File: src/sinc3_pkg.sv
package sinc3_pkg;
  // Register select codes in the command byte
  localparam logic [1:0] REG_COMM     = 2'h0;
  localparam logic [1:0] REG_CTRL     = 2'h1;
  localparam logic [1:0] REG_FILT     = 2'h2;
  localparam logic [1:0] REG_DATA     = 2'h3;
  // Command byte fields
  localparam int         CMD_START    = 7;
  localparam int         CMD_READ     = 6;
  // Transfer lengths after the command byte, and the command's last bit index
  localparam logic [4:0] LEN_BYTE     = 5'h08;
  localparam logic [4:0] LEN_WORD     = 5'h10;
  localparam logic [4:0] CMD_LAST_BIT = 5'h07;
  // Control register fields
  localparam int         CTRL_RANGE   = 0;
  localparam int         CTRL_SINGLE  = 3;
  localparam int         CTRL_CHAN    = 4;
  localparam int         CTRL_CHOP    = 6;
  localparam logic [7:0] CTRL_RESET   = 8'h40;
  // Filter word limits and default
  localparam logic [7:0] FILT_RESET   = 8'h45;
  localparam logic [7:0] FILT_MIN     = 8'h0D;
  // Datapath widths and constants
  localparam int         ACC_W        = 36;
  localparam int         DATA_W       = 16;
  localparam int         DEC_W        = 11;
  localparam logic [1:0] LAST_PHASE   = 2'h2;
  localparam logic [15:0] DATA_RESET  = 16'h0000;
  localparam logic [35:0] WORD_LIMIT  = 36'h00000FFFF;
  localparam int         SHIFT_MAX    = 20;
  // Serial engine states
  typedef enum logic {ST_CMD, ST_XFER} ser_state_e;
endpackage : sinc3_pkg

File: src/chopped_sinc3_decimator.sv
`timescale 1ns/1ps
module chopped_sinc3_decimator
  import sinc3_pkg::*;
(
  input  wire logic       core_clk,     // 200 MHz core clock
  input  wire logic       rst_n,        // Async reset pin
  input  wire logic       sclk,         // Serial clock pin
  input  wire logic       cs_n,         // Chip select pin
  input  wire logic       din,          // Serial data in
  input  wire logic       mod_clk,      // Modulator sample clock
  input  wire logic       mod_bit,      // Comparator bit
  output logic            dout,         // Serial data out
  output logic            dout_oe,      // High while driving dout
  output logic            rdy_n,        // Result ready, low active
  output logic            chop_swap,    // Input mux polarity swap
  output logic [2:0]      range_sel,    // Input range code
  output logic            single_ended, // Four inputs vs common
  output logic [1:0]      chan_sel      // Selected input
);

  // All state of the block in one record
  typedef struct packed {
    logic                sclk_s1, sclk_s2, sclk_q;
    logic                cs_s1, cs_s2;
    logic                din_s1, din_s2;
    logic                mclk_s1, mclk_s2, mclk_q;
    logic                mbit_s1, mbit_s2;
    ser_state_e          st;
    logic [4:0]          bit_cnt;
    logic [4:0]          len;
    logic                rd;
    logic [1:0]          sel;
    logic [15:0]         sh_in;
    logic [15:0]         sh_out;
    logic                dout;
    logic                oe;
    logic [7:0]          ctrl;
    logic [7:0]          filt;
    logic [ACC_W-1:0]    i1, i2, i3;
    logic [ACC_W-1:0]    d1, d2, d3;
    logic [DEC_W-1:0]    dec_cnt;
    logic [1:0]          phase;
    logic                chop;
    logic [DATA_W-1:0]   prev;
    logic                have_prev;
    logic [DATA_W-1:0]   data;
    logic [DATA_W-1:0]   pend;
    logic                pend_v;
    logic                unread;
    logic                rdy_n;
  } state_s;

  state_s q_reg;   // Registered state
  state_s q_next;  // Next state

  // Edge detect on second and third sync stages only
  logic                sclk_rise, sclk_fall, mod_tick;
  logic [DEC_W-1:0]    dec_len;      // Eight times filter word
  logic [ACC_W-1:0]    full_scale;   // dec_len cubed
  logic [4:0]          out_sh;       // Truncation shift
  logic                dec_end, word_tick;
  logic [ACC_W-1:0]    c1, c2, c3;   // Differentiator outputs
  logic [ACC_W-1:0]    c3_sh;
  logic [DATA_W-1:0]   raw_word;
  logic [DATA_W:0]     avg_sum;
  logic [DATA_W-1:0]   avg_word;
  logic                mod_in;
  logic                rd_data, rd_done, rd_busy;
  logic [7:0]          cmd_byte;

  // Smallest shift bringing full scale into 16 bits
  function automatic logic [4:0] fit_shift(input logic [ACC_W-1:0] fs);
    int i;
    fit_shift = 5'h00;
    for (i = 0; i < SHIFT_MAX; i++) begin
      if ((fs >> i) > WORD_LIMIT) begin
        fit_shift = 5'(i + 1);
      end
    end
  endfunction : fit_shift

  assign sclk_rise  = q_reg.sclk_s2 & ~q_reg.sclk_q;
  assign sclk_fall  = ~q_reg.sclk_s2 & q_reg.sclk_q;
  assign mod_tick   = q_reg.mclk_s2 & ~q_reg.mclk_q;
  assign dec_len    = {q_reg.filt, 3'b000};
  assign full_scale = ACC_W'(dec_len) * ACC_W'(dec_len) * ACC_W'(dec_len);
  assign out_sh     = fit_shift(full_scale);
  // Last sample of a decimation period
  assign dec_end    = (q_reg.dec_cnt == dec_len - 11'h001);
  // Only the third word of each chop phase is settled
  assign word_tick  = mod_tick & dec_end & (q_reg.phase == LAST_PHASE);
  // Comb section, three stages at the decimated rate
  assign c1         = q_reg.i3 - q_reg.d1;
  assign c2         = c1 - q_reg.d2;
  assign c3         = c2 - q_reg.d3;
  assign c3_sh      = c3 >> out_sh;
  // Clamp any code above 16 bits; full scale itself fits after out_sh
  assign raw_word   = (c3_sh > WORD_LIMIT) ? 16'hFFFF : c3_sh[DATA_W-1:0];
  // Offsets of opposite sign cancel in the mean
  assign avg_sum    = {1'b0, raw_word} + {1'b0, q_reg.prev};
  assign avg_word   = avg_sum[DATA_W:1];
  // Output chop undone on the bitstream
  assign mod_in     = q_reg.mbit_s2 ^ q_reg.chop;
  assign rd_data    = (q_reg.st == ST_XFER) & q_reg.rd & (q_reg.sel == REG_DATA)
                      & ~q_reg.cs_s2;
  assign rd_done    = rd_data & sclk_rise & (q_reg.bit_cnt == q_reg.len - 5'h01);
  assign rd_busy    = rd_data & ~rd_done;
  assign cmd_byte   = {q_reg.sh_in[6:0], q_reg.din_s2};

  // Next-state logic for the whole block
  always_comb begin
    q_next = q_reg;
    // Two-stage synchronisers for every pin except core_clk and rst_n
    q_next.sclk_s1 = sclk;
    q_next.sclk_s2 = q_reg.sclk_s1;
    q_next.sclk_q  = q_reg.sclk_s2;
    q_next.cs_s1   = cs_n;
    q_next.cs_s2   = q_reg.cs_s1;
    q_next.din_s1  = din;
    q_next.din_s2  = q_reg.din_s1;
    q_next.mclk_s1 = mod_clk;
    q_next.mclk_s2 = q_reg.mclk_s1;
    q_next.mclk_q  = q_reg.mclk_s2;
    q_next.mbit_s1 = mod_bit;
    q_next.mbit_s2 = q_reg.mbit_s1;

    // Sinc3 filter, runs on each modulator sample
    if (mod_tick) begin
      // Integrators at the modulator rate, wide enough for 2040 cubed
      q_next.i1 = q_reg.i1 + ACC_W'(mod_in);
      // Unpipelined cascade, so a restart settles in three periods
      q_next.i2 = q_reg.i2 + q_next.i1;
      q_next.i3 = q_reg.i3 + q_next.i2;
      if (dec_end) begin
        // Decimation point, feed comb delays
        q_next.dec_cnt = '0;
        q_next.d1      = q_reg.i3;
        q_next.d2      = c1;
        q_next.d3      = c2;
        q_next.phase   = (q_reg.phase == LAST_PHASE) ? 2'h0 : q_reg.phase + 2'h1;
      end else begin
        q_next.dec_cnt = q_reg.dec_cnt + 11'h001;
      end
    end

    // Read of the data register completes
    if (rd_done) begin
      q_next.unread = 1'b0;
      if (q_reg.pend_v) begin
        // Deferred result now lands
        q_next.data   = q_reg.pend;
        q_next.unread = 1'b1;
        q_next.pend_v = 1'b0;
      end
    end

    // New filter word: chop flips, average formed
    if (word_tick) begin
      if (q_reg.ctrl[CTRL_CHOP]) begin
        q_next.chop = ~q_reg.chop;
      end
      q_next.prev      = raw_word;
      q_next.have_prev = 1'b1;
      // First word after a restart is never published
      if (q_reg.have_prev) begin
        if (rd_busy) begin
          // Data register frozen during a read
          q_next.pend   = avg_word;
          q_next.pend_v = 1'b1;
        end else begin
          // Set wins over a same-cycle read clear
          q_next.data   = avg_word;
          q_next.unread = 1'b1;
        end
      end
    end

    // Serial engine
    if (q_reg.cs_s2) begin
      // Deselected: release dout, back to command phase
      q_next.st      = ST_CMD;
      q_next.bit_cnt = '0;
      q_next.oe      = 1'b0;
    end else begin
      q_next.oe = 1'b1;
      // Edges only, so burst or gated clocks both work
      if (sclk_fall && q_reg.st == ST_XFER && q_reg.rd) begin
        q_next.dout   = q_reg.sh_out[15];
        q_next.sh_out = {q_reg.sh_out[14:0], 1'b0};
      end
      if (sclk_rise) begin
        q_next.sh_in   = {q_reg.sh_in[14:0], q_reg.din_s2};
        q_next.bit_cnt = q_reg.bit_cnt + 5'h01;
        case (q_reg.st)
          ST_CMD: begin
            if (q_reg.bit_cnt == CMD_LAST_BIT) begin
              q_next.bit_cnt = '0;
              // Idle byte, comm target or data write: stay put
              if (!cmd_byte[CMD_START] && cmd_byte[1:0] != REG_COMM &&
                  !(!cmd_byte[CMD_READ] && cmd_byte[1:0] == REG_DATA)) begin
                q_next.st  = ST_XFER;
                q_next.rd  = cmd_byte[CMD_READ];
                q_next.sel = cmd_byte[1:0];
                q_next.len = (cmd_byte[1:0] == REG_DATA) ? LEN_WORD : LEN_BYTE;
                // Left-align the chosen register for shifting out
                case (cmd_byte[1:0])
                  REG_CTRL: q_next.sh_out = {q_reg.ctrl, 8'h00};
                  REG_FILT: q_next.sh_out = {q_reg.filt, 8'h00};
                  default:  q_next.sh_out = q_reg.data;
                endcase
              end
            end
          end
          ST_XFER: begin
            if (q_reg.bit_cnt == q_reg.len - 5'h01) begin
              q_next.st      = ST_CMD;
              q_next.bit_cnt = '0;
              if (!q_reg.rd) begin
                // Control writes and filter words of at least FILT_MIN land in the selected register, then restart
                if (q_reg.sel == REG_CTRL) begin
                  q_next.ctrl = cmd_byte;
                end else if (cmd_byte >= FILT_MIN) begin
                  q_next.filt = cmd_byte;
                end
                // Fresh filter so next three periods settle cleanly
                if (q_reg.sel == REG_CTRL || cmd_byte >= FILT_MIN) begin
                  q_next.i1 = '0;
                  q_next.i2 = '0;
                  q_next.i3 = '0;
                  q_next.d1 = '0;
                  q_next.d2 = '0;
                  q_next.d3 = '0;
                  q_next.dec_cnt   = '0;
                  q_next.phase     = 2'h0;
                  q_next.chop      = 1'b0;
                  q_next.have_prev = 1'b0;
                end
              end
            end
          end
          default: q_next.st = ST_CMD;
        endcase
      end
    end

    // Ready rises for the last sample before an update
    q_next.rdy_n = ~q_next.unread |
                   (q_next.phase == LAST_PHASE && q_next.have_prev &&
                    q_next.dec_cnt == dec_len - 11'h001);
  end

  // State register; reset gives the power-on state
  always_ff @(posedge core_clk or negedge rst_n) begin
    if (!rst_n) begin
      q_reg        <= '0;
      q_reg.sclk_s1 <= 1'b1;
      q_reg.sclk_s2 <= 1'b1;
      q_reg.sclk_q  <= 1'b1;
      q_reg.cs_s1   <= 1'b1;
      q_reg.cs_s2   <= 1'b1;
      q_reg.st      <= ST_CMD;
      q_reg.ctrl    <= CTRL_RESET;
      q_reg.filt    <= FILT_RESET;
      q_reg.data    <= DATA_RESET;
      q_reg.len     <= LEN_BYTE;
      q_reg.rdy_n   <= 1'b1;
    end else begin
      q_reg <= q_next;
    end
  end

  assign dout         = q_reg.dout;
  assign dout_oe      = q_reg.oe;
  assign rdy_n        = q_reg.rdy_n;
  assign chop_swap    = q_reg.chop;
  assign range_sel    = q_reg.ctrl[CTRL_RANGE +: 3];
  assign single_ended = q_reg.ctrl[CTRL_SINGLE];
  assign chan_sel     = q_reg.ctrl[CTRL_CHAN +: 2];
endmodule : chopped_sinc3_decimator

File: config.mk
export PLATFORM = sky130hd
export DESIGN_NAME = chopped_sinc3_decimator
export DESIGN_NICKNAME = d
export VERILOG_FILES = /design/src/sinc3_pkg.sv /design/src/chopped_sinc3_decimator.sv
export SDC_FILE = /design/constraint.sdc
export NUM_CORES = 1
export LEC_CHECK = 0
export BUFFER_PORTS_ARGS = -buffer_cell sky130_fd_sc_hd__buf_2
export CAP_MARGIN = 20
export CORE_MARGIN = 2
export CORE_UTILIZATION = 65
export CTS_CLUSTER_SIZE = 14
export DETAILED_ROUTE_END_ITERATION = 12
export PLACE_DENSITY = 0.81
export SYNTH_ARGS = -nofsm -noshare
export SYNTH_HDL_FRONTEND = slang
export SYNTH_SLANG_ARGS = --single-unit
File: constraint.sdc
create_clock -name core_clk -period 19.35 [get_ports core_clk]
set_input_delay 0.9675 -clock core_clk [delete_from_list [all_inputs] [get_ports core_clk]]
set_output_delay 0.9675 -clock core_clk [all_outputs]
set_load 0.02 [all_outputs]
==> run metrics <==
outcome=completed; Worst Path Arrival=16.63 ns; hold crit path type=in -> async; Die W=226.4 µm; All-Layer GR Usage=between 20 and 30%; Setup Fix Bufs, Post-CTS=0; DP HPWL=54,010 µm; CTS sink cnt=346; Pre-antenna DRT Iters=5; Die ar.=51,240 µm²; #FFs+latches synth=346; skew final=0.03157 ns; Largest register FFs=approximately 310; layout cells sized above 1=5.646%; clock-pin slew on the worst setup and hold paths=0.06 ns; core box area=48,850 µm²; Post-CTS Hold Buffers=0; WP buf/inv=4; Max-Cap Viols=0; area leader, netlist=dfrtp_1; Final min period=16.23 ns; met3 wire len=3146 µm; vias in the first global route=26,120; Yosys top cell area share=26.08%; first-pass GRT wire length=126,300 µm; CP Max Fanout=36; Synth Net Count=4,315; multi-input logic area=~22,000 µm²; Post-CTS Resized=0; Starting Density=65.80%; fmax=0.06160 GHz; Synth area leaders=dfrtp_1 (26%), ha_1 (11%), nand2_1 (6.9%), fa_1 (6.7%), a21oi_1 (6.3%); pin count of the biggest net entering global routing=205; area grow syn2layout=5.574%; M1 WL=approximately 32,000 µm; synthesized area per cell=8.191 µm²; CP Launch Type=flop; PortBufs=16; met2 routed WL=between 30,000 and 40,000 µm; WL final=~76,000 µm; most frequent cells in the layout=nand2_1 (592), a21oi_1 (405), dfrtp_1 (335); Vias=around 27,000; Routability Congestion=~1.0; 1st-iter DRT viols=1,919; Warnings, synthesis=0; IO Pins=17; Max Transition Viols Final=0; CP peak stage delay=0.82 ns; class of the most critical setup path=reg -> reg; Async S/R FF share, synth=100.0%; Num CTS Buffers=39; Storage cell area=8672 µm²; WL per Instance=16.69 µm; Highest Signal Layer=met4; Worst Path Required=19.74 ns; final hold viol count=0; CTS max path bufs=3; CTS root buf=clkbuf_16; H-Tree Depth=2; DRC viols=0; initial antenna violation count=0; Setup WS post-layout=3.116 ns; Main synth FF type=dfrtp_1; commonest non-fill, non-tap cell in the layout=nand2_1; Final period util=a little over four fifths; Netlist cell types=100; Fillers=around 4,000; Worst slew margin=25.36%; ANT cells=0; Nets=between 4,000 and 5,000; dominant delay contributor by cell family on the critical path=compound AO/OA/AOI/OAI gates; worst skew pair latency=0.57 ns; number of synthesized flops with an enable pin=0; dpl ws=3.208 ns; Worst Tran Pin Value=1.115 ns; Worst Setup End Kind=flop; cells on worst reg2reg path=56; WP depth=56; setup violators final=0; cell mode on critical path=a21o_1; setup TNS=0 ns; GRT overflow=0; post-synthesis cell area=32,140 µm²; RSZ-0062 raised after global routing=false; Rows=81; Post-DRT Antenna Nets=0; vias per cell=around 6; Seq/Total Area, Yosys=about 27%; CTS tree=yes; Critical-path top delay cell=dfrtp_1; Chip Height=between 200 and 250 µm; Synth Instances=3,924
worst paths after layout:
check	from	endpoint	slack, ns
worst max-delay path	dec_len[8]$_DFFE_PN0P_	q_reg[18]$_DFFE_PN0P_	3.12
worst min-delay path	rst_n	q_reg[67]$_DFF_PN0_	0.34
worst max register to register	dec_len[8]$_DFFE_PN0P_	q_reg[18]$_DFFE_PN0P_	3.12
worst min register to register	q_next[351]$_DFF_PN0_	cmd_byte[0]$_DFF_PN0_	0.35
max in group asynchronous	rst_n	q_reg[339]$_DFFE_PN0P_	16.97
min in group core_clk	q_next[351]$_DFF_PN0_	cmd_byte[0]$_DFF_PN0_	0.35
Yosys cell counts, types with 7 or more instances:
cell type / instances
a311oi_1: 10
buf_1: 16
mux2i_1: 66
o221ai_1: 12
nand3_1: 70
o211ai_1: 30
nor2_1: 284
or2_2: 11
nor3_1: 53
a31oi_1: 16
o21bai_1: 23
nand2_1: 592
nand2b_1: 32
o21ai_1: 11
mux2_2: 53
dfrtp_1: 335
nand4_1: 28
o2111ai_1: 9
clkbuf_1: 124
nand3b_1: 8
nor2b_1: 42
fa_1: 107
o31ai_1: 13
ha_1: 277
xor2_1: 120
or3_1: 29
buf_2: 11
a21boi_0: 12
a21oi_1: 405
xnor2_1: 159
o21a_1: 29
a22oi_1: 10
and3_1: 50
nor3b_1: 9
o31a_1: 7
o22ai_1: 18
and2_1: 115
inv_1: 312
a21o_1: 65
dfstp_2: 11
o21ai_0: 154
a211oi_1: 38
nor4_1: 10
logic make-up after synthesis:
family                   after synthesis  synth area share, %
AO/OA/AOI/OAI                        955                18.69
XOR/XNOR                             280                7.653
adder cells (fa/ha/maj)              384                17.45
buffers and inverters                472                5.649
flip-flops                           346                26.98
multiplexers                         119                3.912
AND/OR/NAND/NOR                     1368                19.67
metal layers:
| layer | up-vias | GRT usage (%) |
|---|---|---|
| met5 | - | 0 |
| met4 | 0 | 12.12 |
| met3 | 207 | 3.952 |
| met2 | 624 | 52.32 |
| met1 | 13090 | 36.83 |
| li1 | 13350 | - |
metrics by stage:
step	std cells	area, µm²	utilization [%]	hold slack, ns
detailed placement	4473	32680	66.89	0.3371
CTS	4542	33930	69.45	0.3462
global placement	4473	32680	66.89	0.3326
finish	4543	33930	69.46	0.3440
global route	4543	33930	69.46	0.3646
floorplan	3924	32140	-	0.3312
worst reg2reg max path, delay by kind of cell, from the launching register on:
kind | cells | cell delay (ns)
AOI/OAI and AO/OA | 28 | 5.24
xor gates and xnor gates | 1 | 0.43
adders and majority gates | 11 | 5.10
buffers and inverters | 4 | 0.81
DFF | 1 | 0.82
muxes | 2 | 0.60
and+or+nand+nor | 10 | 3.05
layout make-up:
type                       count  share of cell area (%)
multi-input combinational   3106                   63.88
sequential                   346                   25.56
clock buffer                  62                   3.521
inverter                     314                   3.473
tap                          664                   2.448
timing repair buffer          44                  0.9587
clock inverter                 7                  0.1586
Power is not shown: default switching activity piles up to over one toggle a cycle in this logic, so the estimate is an artifact.
